**src/logic/pbol_pkg.sv**
```systemverilog
`default_nettype none
package pbol_pkg;

  // clock and time base
  localparam int unsigned CLK_PERIOD_NS = 8;
  localparam int unsigned TICK_PERIOD_NS = 1000000;
  localparam int unsigned TICK_CYCLES = (TICK_PERIOD_NS + CLK_PERIOD_NS - 1) / CLK_PERIOD_NS;
  localparam int unsigned TICK_CNT_W = 17;
  localparam int unsigned TICK_MS = 1;

  // intervals in milliseconds, debounce and hold-off per variant
  localparam int unsigned DEBOUNCE_A_MS = 50;
  localparam int unsigned HOLDOFF_A_MS = 8000;
  localparam int unsigned DEBOUNCE_B_MS = 2000;
  localparam int unsigned HOLDOFF_B_MS = 16000;
  localparam int unsigned ALERT_MS = 32;
  localparam int unsigned ALERT_LONG_FACTOR = 4;
  localparam int unsigned LOCKOUT_FACTOR = 2;

  // counter widths
  localparam int unsigned PRESS_W = 15;
  localparam int unsigned ALERT_W = 8;
  localparam int unsigned LOCK_W = 7;

  // intervals in time-base ticks
  localparam logic [PRESS_W-1:0] DEBOUNCE_A_TICKS = PRESS_W'(DEBOUNCE_A_MS / TICK_MS);
  localparam logic [PRESS_W-1:0] HOLDOFF_A_TICKS = PRESS_W'(HOLDOFF_A_MS / TICK_MS);
  localparam logic [PRESS_W-1:0] DEBOUNCE_B_TICKS = PRESS_W'(DEBOUNCE_B_MS / TICK_MS);
  localparam logic [PRESS_W-1:0] HOLDOFF_B_TICKS = PRESS_W'(HOLDOFF_B_MS / TICK_MS);
  localparam logic [ALERT_W-1:0] ALERT_TICKS = ALERT_W'(ALERT_MS / TICK_MS);
  localparam logic [ALERT_W-1:0] ALERT_LONG_TICKS =
    ALERT_W'(ALERT_LONG_FACTOR * ALERT_MS / TICK_MS);
  localparam logic [LOCK_W-1:0] LOCKOUT_TICKS = LOCK_W'(LOCKOUT_FACTOR * ALERT_MS / TICK_MS);

  // reset values
  localparam logic PIN_IDLE_RST = 1'b1;
  localparam logic [PRESS_W-1:0] PRESS_RST = 15'h0000;
  localparam logic [ALERT_W-1:0] ALERT_RST = 8'h00;
  localparam logic [LOCK_W-1:0] LOCK_RST = 7'h00;

  // press states
  typedef enum logic [1:0] {
    PBOL_IDLE,
    PBOL_QUAL,
    PBOL_HELD,
    PBOL_LONG
  } pbol_state_e;

  // timing set of one variant
  typedef struct packed {
    logic [PRESS_W-1:0] debounce_interval;
    logic [PRESS_W-1:0] holdoff_interval;
  } pbol_timing_s;

  localparam pbol_timing_s TIMING_A = '{DEBOUNCE_A_TICKS, HOLDOFF_A_TICKS};
  localparam pbol_timing_s TIMING_B = '{DEBOUNCE_B_TICKS, HOLDOFF_B_TICKS};

  // press events of one cycle
  typedef struct packed {
    logic debounced;
    logic long_hold;
  } pbol_evt_s;

endpackage : pbol_pkg
`default_nettype wire

```
**src/logic/pbol_latch.sv**
```systemverilog
`default_nettype none
module pbol_latch
  import pbol_pkg::*;
#(
  parameter bit P_VARIANT_B = 1'b0,
  parameter int unsigned P_TICK_CYCLES = TICK_CYCLES
) (
  // clock and reset
  input wire logic i_clk,
  input wire logic i_rstn,
  // pins from the switch and the system
  input wire logic i_button_in_n,
  input wire logic i_force_off_n,
  // power enable
  output logic o_power_on,
  // alert, open drain
  output logic o_alert_n_o,
  output logic o_alert_n_oe
);

  localparam pbol_timing_s TIMING = P_VARIANT_B ? TIMING_B : TIMING_A;

  pbol_state_e state;
  pbol_state_e next_state;
  pbol_evt_s evt;
  logic btn_meta;
  logic btn_sync;
  logic clr_meta;
  logic clr_sync;
  logic latch;
  logic alert_on;
  logic [PRESS_W-1:0] press_ticks;
  logic [ALERT_W-1:0] alert_left;
  logic [LOCK_W-1:0] lock_left;
  wire logic tick;
  wire logic btn_low;
  wire logic press_start;
  wire logic lockout;
  wire logic clear_ok;
  wire logic long_clear;
  wire logic latch_set;

  // two-flop synchronisers on the pins
  always_ff @(posedge i_clk or negedge i_rstn) begin
    if (!i_rstn) begin
      btn_meta <= PIN_IDLE_RST;
      btn_sync <= PIN_IDLE_RST;
      clr_meta <= PIN_IDLE_RST;
      clr_sync <= PIN_IDLE_RST;
    end else begin
      btn_meta <= i_button_in_n;
      btn_sync <= btn_meta;
      clr_meta <= i_force_off_n;
      clr_sync <= clr_meta;
    end
  end

  // press decode
  assign btn_low = !btn_sync;
  assign press_start = (state == PBOL_IDLE) && btn_low;

  // one time base for every interval
  pbol_timebase #(
    .P_TICK_CYCLES(P_TICK_CYCLES)
  ) u_timebase (
    .i_clk(i_clk),
    .i_rstn(i_rstn),
    .i_restart(press_start),
    .o_tick(tick)
  );

  // events at the ends of debounce and hold-off
  assign evt.debounced = (state == PBOL_QUAL) && btn_low && tick &&
    (press_ticks == TIMING.debounce_interval - 1'b1);
  assign evt.long_hold = (state == PBOL_HELD) && btn_low && tick &&
    (press_ticks == TIMING.holdoff_interval - 1'b1);

  // latch control
  assign lockout = (lock_left != LOCK_RST);
  // a debounce event in the same cycle wins over the clear
  assign clear_ok = latch && !clr_sync && !lockout && !evt.debounced;
  assign long_clear = evt.long_hold && !P_VARIANT_B;
  assign latch_set = evt.debounced && !latch;

  // press state sequencing
  always_comb begin
    next_state = state;
    unique case (state)
      PBOL_IDLE: begin
        if (btn_low) begin
          next_state = PBOL_QUAL;
        end
      end
      PBOL_QUAL: begin
        if (!btn_low) begin
          next_state = PBOL_IDLE;
        end else if (evt.debounced) begin
          next_state = PBOL_HELD;
        end
      end
      PBOL_HELD: begin
        if (!btn_low) begin
          next_state = PBOL_IDLE;
        end else if (evt.long_hold) begin
          next_state = PBOL_LONG;
        end
      end
      PBOL_LONG: begin
        if (!btn_low) begin
          next_state = PBOL_IDLE;
        end
      end
    endcase
  end

  // state register
  always_ff @(posedge i_clk or negedge i_rstn) begin
    if (!i_rstn) begin
      state <= PBOL_IDLE;
    end else begin
      state <= next_state;
    end
  end

  // closure length in ticks, zeroed at each new press
  always_ff @(posedge i_clk or negedge i_rstn) begin
    if (!i_rstn) begin
      press_ticks <= PRESS_RST;
    end else if (press_start) begin
      press_ticks <= PRESS_RST;
    end else if (tick && (state != PBOL_LONG)) begin
      press_ticks <= press_ticks + 1'b1;
    end
  end

  // power latch
  always_ff @(posedge i_clk or negedge i_rstn) begin
    if (!i_rstn) begin
      latch <= 1'b0;
    end else if (latch_set) begin
      latch <= 1'b1;
    end else if (long_clear || clear_ok) begin
      latch <= 1'b0;
    end
  end

  // clear lockout after turn-on
  always_ff @(posedge i_clk or negedge i_rstn) begin
    if (!i_rstn) begin
      lock_left <= LOCK_RST;
    end else if (latch_set) begin
      lock_left <= LOCKOUT_TICKS;
    end else if (tick && lockout) begin
      lock_left <= lock_left - 1'b1;
    end
  end

  // alert pulse timer, untouched by the clear pin
  always_ff @(posedge i_clk or negedge i_rstn) begin
    if (!i_rstn) begin
      alert_left <= ALERT_RST;
      alert_on <= 1'b0;
    end else if (evt.long_hold) begin
      alert_left <= ALERT_LONG_TICKS;
      alert_on <= 1'b1;
    end else if (evt.debounced) begin
      alert_left <= ALERT_TICKS;
      alert_on <= 1'b1;
    end else if (tick && alert_on) begin
      alert_left <= alert_left - 1'b1;
      alert_on <= (alert_left != 8'h01);
    end
  end

  // outputs
  assign o_power_on = latch;
  assign o_alert_n_o = 1'b0;
  assign o_alert_n_oe = alert_on;
endmodule : pbol_latch
`default_nettype wire

```
**src/logic/pbol_timebase.sv**
```systemverilog
`default_nettype none
module pbol_timebase
  import pbol_pkg::*;
#(
  parameter int unsigned P_TICK_CYCLES = TICK_CYCLES
) (
  // clock and reset
  input wire logic i_clk,
  input wire logic i_rstn,
  // control
  input wire logic i_restart,
  // time base
  output logic o_tick
);

  logic [TICK_CNT_W-1:0] cnt;
  wire logic at_last;

  // terminal count of the divider
  assign at_last = (cnt == TICK_CNT_W'(P_TICK_CYCLES - 1));
  assign o_tick = at_last && !i_restart;

  // free-running divider, realigned at each new press
  always_ff @(posedge i_clk or negedge i_rstn) begin
    if (!i_rstn) begin
      cnt <= '0;
    end else if (i_restart || at_last) begin
      cnt <= '0;
    end else begin
      cnt <= cnt + 1'b1;
    end
  end

endmodule : pbol_timebase
`default_nettype wire

```
**config.mk**
```make
export PLATFORM = sky130hd
export DESIGN_NAME = pbol_latch
export DESIGN_NICKNAME = d
export VERILOG_FILES = /design/src/logic/pbol_pkg.sv /design/src/logic/pbol_latch.sv /design/src/logic/pbol_timebase.sv
export SDC_FILE = /design/constraint.sdc
export NUM_CORES = 1
export LEC_CHECK = 0
export BUFFER_PORTS_ARGS = -buffer_cell sky130_fd_sc_hd__buf_4
export CORE_AREA = 2 2 89 91
export CTS_CLUSTER_SIZE = 40
export DETAILED_ROUTE_END_ITERATION = 16
export DIE_AREA = 0 0 91 93
export GPL_TIMING_DRIVEN = 0
export SYNTH_ARGS = -nofsm -noshare
export SYNTH_HDL_FRONTEND = slang
export SYNTH_SLANG_ARGS = --single-unit
```
**constraint.sdc**
```tcl
create_clock -name i_clk -period 2.6 [get_ports i_clk]
set_input_delay 0.52 -clock i_clk [delete_from_list [all_inputs] [get_ports i_clk]]
set_output_delay 0.52 -clock i_clk [all_outputs]
set_load 0.005 [all_outputs]
```
* Word-level counts from Yosys, hierarchy flattened
Cells that the tools add are included.
** Storage, ports and cells
- Logic and storage cells :: 77
- Input port bits :: 4
- Flip-flop bits (word level) :: 55
- Output and inout port bits :: 3
** Cells by class
- Mux-type cells :: 20
- Reductions and logical operators :: 30
- Equal/unequal tests :: 12
- $add $sub $neg :: 4
** Operators by type and width (number)
- two-way mux 15 bit :: 2
- two-way mux 8 bit :: 3
- adder 17 x 1 -> 17 bit, second input constant :: 1
- == test 17 bit, second input constant :: 1
- two-way mux 17 bit :: 1
- adder 15 x 1 -> 15 bit, second input constant :: 1
- == test 15 x 13 -> 1 bit, second input constant :: 1
- == test 15 x 6 -> 1 bit, second input constant :: 1
- logical AND 1 bit :: 15
- two-way mux 7 bit :: 2
- two-way mux 2 bit :: 6
- inequality test 8 x 1 -> 1 bit, second input constant :: 1
- case mux 2 bit (4 select lines) :: 1
- subtractor 8 x 1 -> 8 bit, second input constant :: 1
- nonzero test 7 bit :: 1
- subtractor 7 x 1 -> 7 bit, second input constant :: 1
- logical NOT 1 bit :: 6
- inequality test 2 bit, second input constant :: 3
- inequality test 3 bit, second input constant :: 2
- nonzero test 2 bit :: 3
- two-way mux 1 bit :: 5
- == test 2 bit, second input constant :: 2
- AND reduction 4 bit :: 1
- nonzero test 3 bit :: 1
- other kinds (3) :: 4

* Logic depth before layout (Yosys ltp)
Gate-level depths: netlist (run 1).
- Depth after elaboration :: 11
- Depth in mapped cells :: 8
- Mapped depth without buffers :: 7

* Hierarchy
A second synthesis (run 1) with hierarchy kept.
** Unflattened totals
- Cells, all modules :: 295
- Area total of the unflattened synthesis :: 2851.5 um^2
** Modules (own cells, without submodules)
- pbol_latch :: cells each 206, seq. area each 955.9 um^2, area each 1986.9 um^2, instances 1
- pbol_timebase :: cells each 89, seq. area each 425.4 um^2, area each 864.6 um^2, instances 1

* Least setup slack after synthesis (run 1)
Ideal clock, no wire load.
- Path kind :: register to register
- From :: register u_timebase.cnt[0]
- To :: register alert_left[6]
- Cell stages (with the launch flop) :: 9
- Path buffers :: 2
- Data required time :: 2.464 ns
- Arrival time :: 1.940 ns
- Setup time :: 0.136 ns
- Period minus slack after synthesis :: 2.076 ns
- Slack :: 0.524 ns
- Cells stage by stage :: dfrtp_1 > ha_1 > nand3_2 > or4_1 > buf_2 > buf_6 > nor4_2 > xnor2_1 > nor2_1
** On the way
- Cells in the longest elaborated chain, start to end :: 6
- Elaborated cells on any way between the ends :: 10
** Ends and longest elaborated chain
- from (decl) :: RTL line pbol_timebase.sv:16 : logic [TICK_CNT_W-1:0] cnt;
- from (signal assigned) :: RTL line pbol_timebase.sv:30 : cnt <= cnt + 1'b1;
- == test 17 bit * :: RTL line pbol_timebase.sv:20 : assign at_last = (cnt == TICK_CNT_W'(P_TICK_CYCLES - 1));
- logical AND 1 bit * :: RTL line pbol_timebase.sv:21 : assign o_tick = at_last && !i_restart;
- logical AND 1 bit (2 in a row) :: RTL line pbol_latch.sv:73 : assign evt.debounced = (state == PBOL_QUAL) && btn_low && tick &&
- two-way mux 8 bit :: RTL line pbol_latch.sv:166 : end else if (evt.debounced) begin
- two-way mux 8 bit :: RTL line pbol_latch.sv:163 : end else if (evt.long_hold) begin
- to (signal assigned) :: RTL line pbol_latch.sv:170 : alert_left <= alert_left - 1'b1;
- to (decl) :: RTL line pbol_latch.sv:33 : logic [ALERT_W-1:0] alert_left;
Every way passes the cells marked *; elsewhere a longest branch is shown, timed or not.
A chain may end at the register's enable or synchronous reset.

* Worst setup path in the final report (run 1)
- From :: register u_timebase.cnt[0]
- To :: register lock_left[1]
** On the way
- Cells in the longest elaborated chain, start to end :: 6
- Elaborated cells on any way between the ends :: 8
** Ends and longest elaborated chain
- == test 17 bit * :: RTL line pbol_timebase.sv:20
- logical AND 1 bit * :: RTL line pbol_timebase.sv:21
- logical AND 1 bit (2 in a row) :: RTL line pbol_latch.sv:73
- logical AND 1 bit :: RTL line pbol_latch.sv:83 : assign latch_set = evt.debounced && !latch;
- two-way mux 7 bit or nonzero test 2 bit (tied branches)
- to (signal assigned) :: RTL line pbol_latch.sv:154 : lock_left <= lock_left - 1'b1;
- to (decl) :: RTL line pbol_latch.sv:34 : logic [LOCK_W-1:0] lock_left;
Marks and branches as above.

==> results of run 1 <==
-- what timing repair did --
item                                    CTS  global route
gates resized for setup                   0             4
setup buffers                             0             0
endpoints found under the hold margin     0             0
endpoints found under the setup margin    0            19
-- through the flow --
| step | instances | util [%] | area (µm²) | power (W) | worst slack, ns |
|---|---|---|---|---|---|
| 2_1_floorplan | 294 | - | 2900 | 0.000977 | 0.524 |
| 3_3_place_gp | 401 | 40.7 | 3060 | 0.00101 | 0.118 |
| 3_5_place_dp | 401 | 40.7 | 3060 | 0.00101 | 0.170 |
| 4_1_cts | 409 | 42.0 | 3160 | 0.00154 | 0.146 |
| 5_1_grt | 409 | 42.4 | 3190 | 0.00159 | 0.0104 |
| 6_report | 409 | 42.4 | 3190 | 0.00151 | 0.123 |
-- metal layers --
layer	vias to the layer above	track usage [%]	part of all wire, %
li1	1053	-	-
met1	1052	20.0	50
met2	22	23.0	46
met3	7	2.50	3.1
met4	0	4.92	1.3
met5	-	0	0
-- worst reg2reg max path, stage by stage (launching register included) --
cell and delay, ns:
sky130_fd_sc_hd__dfrtp_1 0.37, sky130_fd_sc_hd__ha_1 0.25, sky130_fd_sc_hd__nand3_2 0.17, sky130_fd_sc_hd__nor4_1 0.90
sky130_fd_sc_hd__nand3_1 0.29, sky130_fd_sc_hd__or2_0 0.29, sky130_fd_sc_hd__a21oi_1 0.14
-- registers in the layout (all words and copies together), names as in the netlist --
signal,count
u_timebase.cnt,17
press_ticks,15
alert_left,8
lock_left,7
state,2
btn_meta,1
btn_sync,1
clr_meta,1
clr_sync,1
o_alert_n_oe,1
o_power_on,1
-- area by class of cell --
type	count	area share (%)
well taps	102	4.00
multi-input cells	222	45.9
repair buffers	5	1.18
plain buffers	8	1.41
flip-flops and latches	55	43.3
inverters	9	1.06
clock buffers	8	3.14
-- final timing paths --
check / to / slack (ns) / cells after the start
max: lock_left[1] / 0.12 / 6
min: press_ticks[11] / 0.24 / 1
max reg2reg: lock_left[1] / 0.12 / 6
min reg2reg: btn_sync / 0.36 / 0
max in group asynchronous: u_timebase.cnt[10] / 1.89 / 1
min in group i_clk: btn_meta / 0.31 / 1
-- report_power, final --
group          switching [W]   total, W  leakage (nW)  internal, W
Clock               0.000273   0.000517        0.0515     0.000244
Sequential         0.0000307   0.000915         0.748     0.000884
Combinational      0.0000483  0.0000811         0.552    0.0000329
Total               0.000352    0.00151          1.35      0.00116
-- cells in the final DEF (no fill, tap or decap), drive strengths merged, types with 3 or more instances in the layout --
cell type,count
buf,10
nor3b,4
nand4bb,3
nand3,24
dfrtp,51
a21oi,7
or4,5
o21ai,6
or3,4
nor4,12
nand2,13
xor2,12
and3,10
nand4,9
xnor2,23
nor2,46
inv,9
nor4b,4
ha,6
nor3,12
clkbuf,11
dfstp,4
-- kinds of logic after synthesis --
group | synth area share, %
simple gates | 30.9
flops | 47.6
xor+xnor | 10.6
compound gates | 5.05
buf+inv | 2.72
fa+ha+maj | 2.59
other cells | 0.129
mux | 0.345
==> qor.tcl, run 1 <==
set qor(async_flop_share_pct) 100
set qor(synth_warnings) 0
set qor(vias) 2134
set qor(multiInputGateArea_mm2) 0.00146
set qor(post-route-period-util_pct) 95.3
set qor(worst_skew_pair.late_latency_ns) 0.31
set qor(ys_seq_elements) 55
set qor(grt_antenna_before_repair) 0
set qor(wirelength_mm) 5.56
set qor(timing.critical_path.buf_inv) 0
set qor(area_growth_syn_to_layout_pct) 9.97
set qor(setup_violations) 0
set qor(holdCritPathClass) {in -> async}
set qor(tightest_slew_ns) 1.01
set qor(grt.total_usage_pct) 14.4
set qor(synth.distinct_cells) 46
set qor(critPathTopFamily) {simple AND/OR/NAND/NOR gates}
set qor(yosysMostFrequentCell) {sky130_fd_sc_hd__dfrtp_1}
set qor(criticalPathCategory) {reg -> reg}
set qor(grt_first_pass_wirelength_mm) 9.92
set qor(final-seq-area_mm2) 0.00138
set qor(vias_per_cell) 5.22
set qor(drt_pass_1_iters) 4
set qor(num_cts_buffers) 5
set qor(hold_ws_ns) 0.239
set qor(die_h_um) 93
set qor(gr-total-overflow) 0
set qor(initial_utilization_pct) 38.5
set qor(floorplan.die_area_mm2) 0.00846
set qor(synth.top_cells.by_area) {sky130_fd_sc_hd__dfrtp_1 44%, sky130_fd_sc_hd__xnor2_1 6.9%, sky130_fd_sc_hd__nor2_1 5.8%, sky130_fd_sc_hd__nand3_1 4.0%, sky130_fd_sc_hd__dfstp_2 3.6%}
set qor(placement_rows) 32
set qor(tns_ns) 0
set qor(finalWorstPathRequiredPeriod_ns) 2.48
set qor(critPathMaxFanout) 6
set qor(final-max-slew-violation-count) 0
set qor(fmaxAchievable_mhz) 404
set qor(cts.sinks) 55
set qor(critical_path.cell_chain) {ha_1 -> nand3_2 -> nor4_1 -> nand3_1 -> or2_0 -> a21oi_1}
set qor(yosys.area.top_type_share_pct) 44.0
set qor(final.fill_count) 784
set qor(numPortBuffers) 5
set qor(postSynthCellCount) 294
set qor(critPathCaptureType) {register}
set qor(critPathMaxStageDelay_ns) 0.90
set qor(run_status) {complete, no violations}
set qor(timing.critical_path.from) {u_timebase.cnt[0]}
set qor(drt_iter0_drcs) 125
set qor(power.static_leakage_nw) 1.35
set qor(postSynthNetCount) 304
set qor(worst_ir_drop_vdd_uv) 234
set qor(worst_path_max_delay_cell) {sky130_fd_sc_hd__nor4_1}
set qor(cts.reportedPaths.clkPinSlew_ns) 0.10
set qor(grt_start_max_net_pins) 56
set qor(nets) 316
set qor(floorplan.die.width_um) 91
set qor(slew_headroom_pct) 31.8
set qor(core_mm2) 0.00753
set qor(critPathLaunchType) {register}
set qor(cts-root-buf) {sky130_fd_sc_hd__clkbuf_8}
set qor(arr_time_crit_path_ns) 2.71
set qor(power_per_cell_area_mw_per_mm2) 474
set qor(synth.largest_area_cell) {sky130_fd_sc_hd__dfrtp_1}
set qor(drt.antenna.violating_nets) 0
set qor(required_ns) 2.84
set qor(h-tree-depth) 2
set qor(finClkSkew_ns) 0.00605
set qor(synth_common_cells) {51 x sky130_fd_sc_hd__dfrtp_1, 45 x sky130_fd_sc_hd__nor2_1, 23 x sky130_fd_sc_hd__nand3_1, 23 x sky130_fd_sc_hd__xnor2_1, 13 x sky130_fd_sc_hd__nand2_1}
set qor(syn_avg_cell_area_um2) 9.86
set qor(cts.hold.buffers_added) 0
set qor(grt_pass1_vias) 2096
set qor(max_cap_violations) 0
set qor(clock_tree_from_tritoncts) {yes}
set qor(layout_cells_sized_above_1_pct) 12.1
set qor(netlist_area_mm2) 0.00290
set qor(place_hpwl_mm) 3.84
set qor(antennaDiodeCount) 0
set qor(synth.yosys.seq_area_share_pct) 47.6
set qor(wire_per_inst_um) 13.6
set qor(regToRegStartpoint) {u_timebase.cnt[0]}
set qor(ys_dominant_reg_cell) {sky130_fd_sc_hd__dfrtp_1}
set qor(cts_max_path_buffers) 2
set qor(gpl.final_weighted_congestion) 0.745
set qor(ios) 7
set qor(post-route-drc-count) 0
set qor(synth-edff-count) 0
set qor(rsz0062_at_grt) {no}
set qor(hold_violation_count_in_the_final_report) 0
(Power assumes the default switching activity.)
==> inputs of run 2 (changes only) <==
Settings changed: BUFFER_PORTS_ARGS -buffer_cell sky130_fd_sc_hd__buf_4 to -buffer_cell sky130_fd_sc_hd__buf_2, CORE_AREA 2 2 89 91 to 2 2 85 95, DIE_AREA 0 0 91 93 to 0 0 87 97, SLEW_MARGIN set to 20.
==> qor.tcl, run 2 (synthesis gave the netlist of run 1 again) <==
set qor(timing.critical_path.buf_inv) 1 ;# +1
set qor(critPathLaunchType) {register}
set qor(largest_register_by_flop_count) {u_timebase.cnt}
set qor(nets) 316 ;# unchanged
set qor(power.static_leakage_nw) 1.36 ;# +0.92%
set qor(worst_skew_pair.late_latency_ns) 0.31 ;# about the same
set qor(biggestRegsByFlops) {u_timebase.cnt (17), press_ticks (15), alert_left (8)}
set qor(ios) 7 ;# unchanged
set qor(finClkSkew_ns) 0.00846 ;# +0.00241 ns
set qor(final-seq-area_mm2) 0.00138 ;# unchanged
set qor(critPathMaxStageDelay_ns) 0.52 ;# -0.38 ns
set qor(arr_time_crit_path_ns) 2.57 ;# -0.14 ns
set qor(cts.sinks) 55 ;# unchanged
set qor(antennaDiodeCount) 0 ;# unchanged
set qor(critPathCaptureType) {register}
set qor(sw_frac_of_total_pct) 21.5 ;# -1.8 points
set qor(gpl.final_weighted_congestion) 0.801 ;# +7.4%
set qor(clockPowerShare_pct) 39.9 ;# +5.7 points
set qor(worst_ir_drop_vdd_uv) 305 ;# +30%
set qor(numPortBuffers) 5 ;# unchanged
set qor(placement_rows) 33 ;# +3.1%
set qor(critical_path.reg2reg.endpoint) {lock_left[4]}
set qor(layout_cells_sized_above_1_pct) 12.4 ;# +0.33 points
set qor(sequentialPowerShare_pct) 55.2 ;# -5.3 points
set qor(tns_ns) 0 ;# unchanged
set qor(hold_violation_count_in_the_final_report) 0 ;# unchanged
set qor(regToRegStartpoint) {u_timebase.cnt[0]}
set qor(p_sw_w) 0.000356 ;# +1.3%
set qor(ff2ff_setup_slack_ns) 0.22 ;# +0.10 ns
set qor(clock_tree_from_tritoncts) {yes}
set qor(drt.antenna.violating_nets) 0 ;# unchanged
set qor(post-route-drc-count) 0 ;# unchanged
set qor(grt_first_pass_wirelength_mm) 10.2 ;# +2.5%
set qor(cts.hold.buffers_added) 0 ;# unchanged
set qor(fmaxAchievable_mhz) 421 ;# +4.2%
set qor(rsz0062_at_grt) {no}
set qor(criticalPathCategory) {reg -> reg}
set qor(floorplan.die_area_mm2) 0.00844 ;# -0.28%
set qor(grt_pass1_vias) 2123 ;# +1.3%
set qor(reg2reg_depth) 7 ;# +1
set qor(largest_register_ff_count) 17 ;# unchanged
set qor(vias) 2172 ;# +1.8%
set qor(cts.reportedPaths.clkPinSlew_ns) 0.09 ;# about the same
set qor(power_per_cell_area_mw_per_mm2) 518 ;# +9.2%
set qor(slew_headroom_pct) 53.4 ;# +22 points
set qor(setup_violations) 0 ;# unchanged
set qor(grt_start_max_net_pins) 56 ;# unchanged
set qor(tightest_slew_ns) 0.698 ;# -0.315 ns
set qor(final.fill_count) 705 ;# -10%
set qor(grt_antenna_before_repair) 0 ;# unchanged
set qor(required_ns) 2.80 ;# -0.04 ns
set qor(drt_pass_1_iters) 4 ;# unchanged
set qor(final_common_cell) {sky130_fd_sc_hd__dfrtp_1}
set qor(max_cap_violations) 0 ;# unchanged
set qor(run_status) {complete, no violations}
set qor(die_h_um) 97 ;# +4.3%
set qor(multiInputGateArea_mm2) 0.00147 ;# +0.43%
set qor(critPathMaxFanout) 8 ;# +2
set qor(place_hpwl_mm) 3.97 ;# +3.5%
set qor(cts-root-buf) {sky130_fd_sc_hd__clkbuf_8}
set qor(drt_iter0_drcs) 107 ;# -14%
set qor(wire_per_inst_um) 14.5 ;# +6.8%
set qor(h-tree-depth) 2 ;# unchanged
set qor(power_frac_comb_pct) 4.9 ;# -0.5 points
set qor(critPathTopFamily) {simple AND/OR/NAND/NOR gates}
set qor(pre_cts_slack_ns) 0.124 ;# -0.0454 ns
set qor(floorplan.die.width_um) 87 ;# -4.4%
set qor(gr-total-overflow) 0 ;# unchanged
set qor(initial_utilization_pct) 39.2 ;# +0.71 points
set qor(final-max-slew-violation-count) 0 ;# unchanged
set qor(finalWorstSetupSlack_ns) 0.222 ;# +0.0988 ns
set qor(holdCritPathClass) {in -> async}
set qor(critical_path.cell_chain) {ha_1 -> nand3_2 -> or4_1 -> buf_2 -> nand4bb_1 -> nor2_4 -> nor2_1}
set qor(post-route-period-util_pct) 91.5 ;# -3.8 points
set qor(core_mm2) 0.00739 ;# -1.8%
set qor(cts_max_path_buffers) 2 ;# unchanged
set qor(grt.total_usage_pct) 14.8 ;# +0.38 points
set qor(wirelength_mm) 5.72 ;# +2.9%
set qor(layout_common_cells) {51 x sky130_fd_sc_hd__dfrtp_1, 45 x sky130_fd_sc_hd__nor2_1, 23 x sky130_fd_sc_hd__nand3_1, 23 x sky130_fd_sc_hd__xnor2_1, 13 x sky130_fd_sc_hd__nand2_1}
set qor(cell_internal_pwr_w) 0.00130 ;# +12%
set qor(finalWorstPathRequiredPeriod_ns) 2.38 ;# -0.0988 ns
set qor(area_growth_syn_to_layout_pct) 10.3
set qor(num_cts_buffers) 5 ;# unchanged
set qor(worst_path_max_delay_cell) {sky130_fd_sc_hd__or4_1}
set qor(vias_per_cell) 5.51 ;# +5.7%
-- run 2: cell count changes in the layout (fill, tap and decap cells not counted) --
cell	before	now
sky130_fd_sc_hd__buf_2	3	7
sky130_fd_sc_hd__buf_4	6	2
sky130_fd_sc_hd__bufinv_16	0	2
sky130_fd_sc_hd__clkbuf_8	7	5
sky130_fd_sc_hd__nor4_1	3	2
sky130_fd_sc_hd__nor4_2	8	9
-- run 2: area by class of cell --
cell class | count | share of cell area, %
Clock inverter | 2 | 1.88
Timing Repair Buffer | 5 | 0.861
Tap cell | 87 | 3.40
Clock buffer | 6 | 2.27
Multi-Input combinational cell | 222 | 45.9
Buffer | 8 | 1.41
Inverter | 9 | 1.06
Sequential cell | 55 | 43.2
-- run 2: how the worst max path moves through the flow --
stage                     depth (start not counted)       endpoint               start
after floorplan                                   8  alert_left[6]   u_timebase.cnt[0]
after global placement                            6  alert_left[4]  u_timebase.cnt[10]
after detailed placement                          6  alert_left[4]  u_timebase.cnt[10]
after CTS                                         6  alert_left[4]  u_timebase.cnt[10]
after global routing                              7   lock_left[4]   u_timebase.cnt[0]
final                                             7   lock_left[4]   u_timebase.cnt[0]
-- run 2: metrics by stage --
stage               cells  utilization (%)  power, W  instance area [µm²]  hold slack (ns)
floorplan             294                -  0.000977                 2900            0.224
global placement      386             41.0   0.00101                 3030            0.346
detailed placement    386             41.1   0.00102                 3040            0.347
CTS                   394             42.9   0.00168                 3170            0.283
global route          394             43.3   0.00174                 3200            0.280
finish                394             43.3   0.00166                 3200            0.245
-- run 2: metal layers --
metal	global-route usage (%)	vias up	routed length, µm
met4	3.49	0	48
li1	-	1054	-
met5	0	-	0
met3	2.82	8	133
met1	20.5	1086	2690
met2	23.8	24	2850
-- run 2: worst register-to-register path, stage by stage (launching register included) --
cell	delay (ns)
sky130_fd_sc_hd__dfrtp_1	0.37
sky130_fd_sc_hd__ha_1	0.25
sky130_fd_sc_hd__nand3_2	0.18
sky130_fd_sc_hd__or4_1	0.52
sky130_fd_sc_hd__buf_2	0.20
sky130_fd_sc_hd__nand4bb_1	0.39
sky130_fd_sc_hd__nor2_4	0.29
sky130_fd_sc_hd__nor2_1	0.07
-- run 2: repair_timing --
| action | CTS | global route |
|---|---|---|
| endpoints found under the setup margin | 0 | 21 |
| setup buffers | 0 | 0 |
| resized for setup | 0 | 5 |
-- run 2: power by group through the flow --
stage | registers [W] | logic, W | clock network, W
after floorplan | 0.000924 | 0.0000536 | 0
after global placement | 0.000931 | 0.0000824 | 0
after detailed placement | 0.000931 | 0.0000854 | 0
after CTS | 0.000915 | 0.0000853 | 0.000683
after global routing | 0.000920 | 0.0000969 | 0.000718
final | 0.000915 | 0.0000816 | 0.000661
==> inputs of run 3 (changes only) <==
Settings changed: CORE_AREA 2 2 85 95 to 2 2 69 77, DIE_AREA 0 0 87 97 to 0 0 71 79, GPL_TIMING_DRIVEN 0 to not set, PLACE_DENSITY set to 0.77.
==> qor.tcl, run 3 (synthesis gave the netlist of run 1 again) <==
set qor(worst_ir_drop_vdd_uv) 307 ;# +0.76%
set qor(drt.antenna.violating_nets) 0 ;# unchanged
set qor(detailed_place.area_mm2) 0.00303 ;# -0.12%
set qor(final-max-slew-violation-count) 0 ;# unchanged
set qor(vias) 2147 ;# -1.2%
set qor(die_h_um) 79 ;# -19%
set qor(cts.sinks) 55 ;# unchanged
set qor(core_mm2) 0.00490 ;# -34%
set qor(biggestRegsByFlops) {u_timebase.cnt (17), press_ticks (15), alert_left (8)}
set qor(finClkSkew_ns) 0.0133 ;# +0.00486 ns
set qor(power.static_leakage_nw) 1.36 ;# about the same
set qor(arr_time_crit_path_ns) 2.48 ;# -0.09 ns
set qor(layout_cells_sized_above_1_pct) 13.0 ;# +0.61 points
set qor(wirelength_mm) 5.30 ;# -7.3%
set qor(antennaDiodeCount) 0 ;# unchanged
set qor(floorplan.die.width_um) 71 ;# -18%
set qor(final_common_cell) {sky130_fd_sc_hd__dfrtp_1}
set qor(cts_max_path_buffers) 2 ;# unchanged
set qor(required_ns) 2.85 ;# +0.05 ns
set qor(slew_headroom_pct) 57.2 ;# +3.7 points
set qor(placement_rows) 27 ;# -18%
set qor(critPathLaunchType) {register}
set qor(layout_common_cells) {51 x sky130_fd_sc_hd__dfrtp_1, 45 x sky130_fd_sc_hd__nor2_1, 23 x sky130_fd_sc_hd__nand3_1, 23 x sky130_fd_sc_hd__xnor2_1, 13 x sky130_fd_sc_hd__nand2_1}
set qor(worst_skew_pair.late_latency_ns) 0.32 ;# about the same
set qor(post-route-util_pct) 63.9 ;# +21 points
set qor(tightest_slew_ns) 0.643 ;# -0.0556 ns
set qor(cts_setup_buffers) 0 ;# unchanged
set qor(largest_register_by_flop_count) {u_timebase.cnt}
set qor(grt.total_usage_pct) 22.0 ;# +7.2 points
set qor(grt_pass1_vias) 2119 ;# -0.19%
set qor(gpl.final_weighted_congestion) 0.802 ;# +0.22%
set qor(grt_start_max_net_pins) 29 ;# -48%
set qor(place_hpwl_mm) 3.80 ;# -4.3%
set qor(vias_per_cell) 5.87 ;# +6.4%
set qor(final.fill_count) 396 ;# -44%
set qor(holdCritPathClass) {in -> async}
set qor(post_cts_resize_count) 0 ;# unchanged
set qor(wire_per_inst_um) 14.5 ;# -0.20%
set qor(final_cells) 366 ;# -7.1%
set qor(num_cts_buffers) 5 ;# unchanged
set qor(setup_violations) 0 ;# unchanged
set qor(gr-total-overflow) 0 ;# unchanged
set qor(cts.hold.buffers_added) 0 ;# unchanged
set qor(tns_ns) 0 ;# unchanged
set qor(finalWorstPathRequiredPeriod_ns) 2.23 ;# -0.148 ns
set qor(drt_pass_1_iters) 4 ;# unchanged
set qor(fmaxAchievable_mhz) 448 ;# +6.6%
set qor(post-route-drc-count) 0 ;# unchanged
set qor(cts.reportedPaths.clkPinSlew_ns) 0.10 ;# about the same
set qor(drt_iter0_drcs) 90 ;# -16%
set qor(numPortBuffers) 5 ;# unchanged
set qor(final_area_mm2) 0.00313 ;# -2.1%
set qor(h-tree-depth) 2 ;# unchanged
set qor(rsz0062_at_grt) {no}
set qor(largest_register_ff_count) 17 ;# unchanged
set qor(initial_utilization_pct) 59.2 ;# +20 points
set qor(multiInputGateArea_mm2) 0.00144 ;# -2.0%
set qor(critPathCaptureType) {register}
set qor(max_cap_violations) 0 ;# unchanged
set qor(floorplan.die_area_mm2) 0.00561 ;# -34%
set qor(area_growth_syn_to_layout_pct) 7.98
set qor(run_status) {complete, no violations}
set qor(ios) 7 ;# unchanged
set qor(post-route-period-util_pct) 85.8 ;# -5.7 points
set qor(final-seq-area_mm2) 0.00138 ;# unchanged
set qor(critPathMaxFanout) 12 ;# +4
set qor(place_inst) 358 ;# -7.3%
set qor(grt_antenna_before_repair) 0 ;# unchanged
set qor(grt_first_pass_wirelength_mm) 9.86 ;# -3.0%
set qor(cts-root-buf) {sky130_fd_sc_hd__clkbuf_8}
set qor(hold_violation_count_in_the_final_report) 0 ;# unchanged
set qor(criticalPathCategory) {reg -> reg}
set qor(nets) 317 ;# +0.32%
set qor(clock_tree_from_tritoncts) {yes}
set qor(power_per_cell_area_mw_per_mm2) 479 ;# -7.5%
set qor(hold_ws_ns) 0.219 ;# -0.0264 ns
==> run 3: cell type report <==
type / instances / area share, %
Clock buffer: 6 / 2.64
Clock inverter: 2 / 0.520
Inverter: 9 / 1.08
Multi-Input combinational cell: 222 / 46.0
Timing Repair Buffer: 14 / 3.36
Tap cell: 58 / 2.32
Sequential cell: 55 / 44.1
==> run 3: layer usage <==
metal / wire (µm) / GRT usage, % / up-vias
met2: 2610 / 36.8 / 25
met4: 65 / 5.66 / 0
li1: - / - / 1065
met3: 148 / 3.81 / 6
met5: 0 / 0 / -
met1: 2470 / 29.8 / 1051
==> run 3: critical path: stages, from the launching register on <==
cell and delay, ns:
sky130_fd_sc_hd__dfrtp_1 0.44, sky130_fd_sc_hd__nor4_1 0.33, sky130_fd_sc_hd__buf_4 0.18, sky130_fd_sc_hd__and3_1 0.29
sky130_fd_sc_hd__nand3_1 0.30, sky130_fd_sc_hd__or4_1 0.48, sky130_fd_sc_hd__a21oi_1 0.15
==> run 3: where the power goes <==
| part | internal (W) | total [W] | switching (W) |
|---|---|---|---|
| combinational | 0.0000367 | 0.0000870 | 0.0000502 |
| sequential | 0.000884 | 0.000913 | 0.0000289 |
| clock | 0.000218 | 0.000500 | 0.000283 |
| total | 0.00114 | 0.00150 | 0.000362 |
==> run 3: stage by stage <==
step / power (W) / setup WS [ns]
finish: 0.00150 / 0.370
global route: 0.00157 / 0.192
CTS: 0.00152 / 0.370
detailed placement: 0.00102 / 0.391
global placement: 0.00102 / 0.422
floorplan: 0.000977 / 0.524
==> run 3: path summary, 6_finish.rpt <==
kind                             endpoint  slack (ns)  depth (start not counted)                from
max in group asynchronous        btn_meta        1.74                          2              i_rstn
setup / recovery           press_ticks[6]        0.37                          6  u_timebase.cnt[10]
hold / removal             press_ticks[9]        0.22                          1              i_rstn
hold reg to reg                  clr_sync        0.36                          0            clr_meta
min in group i_clk               clr_meta        0.30                          1       i_force_off_n
setup reg to reg           press_ticks[6]        0.37                          6  u_timebase.cnt[10]
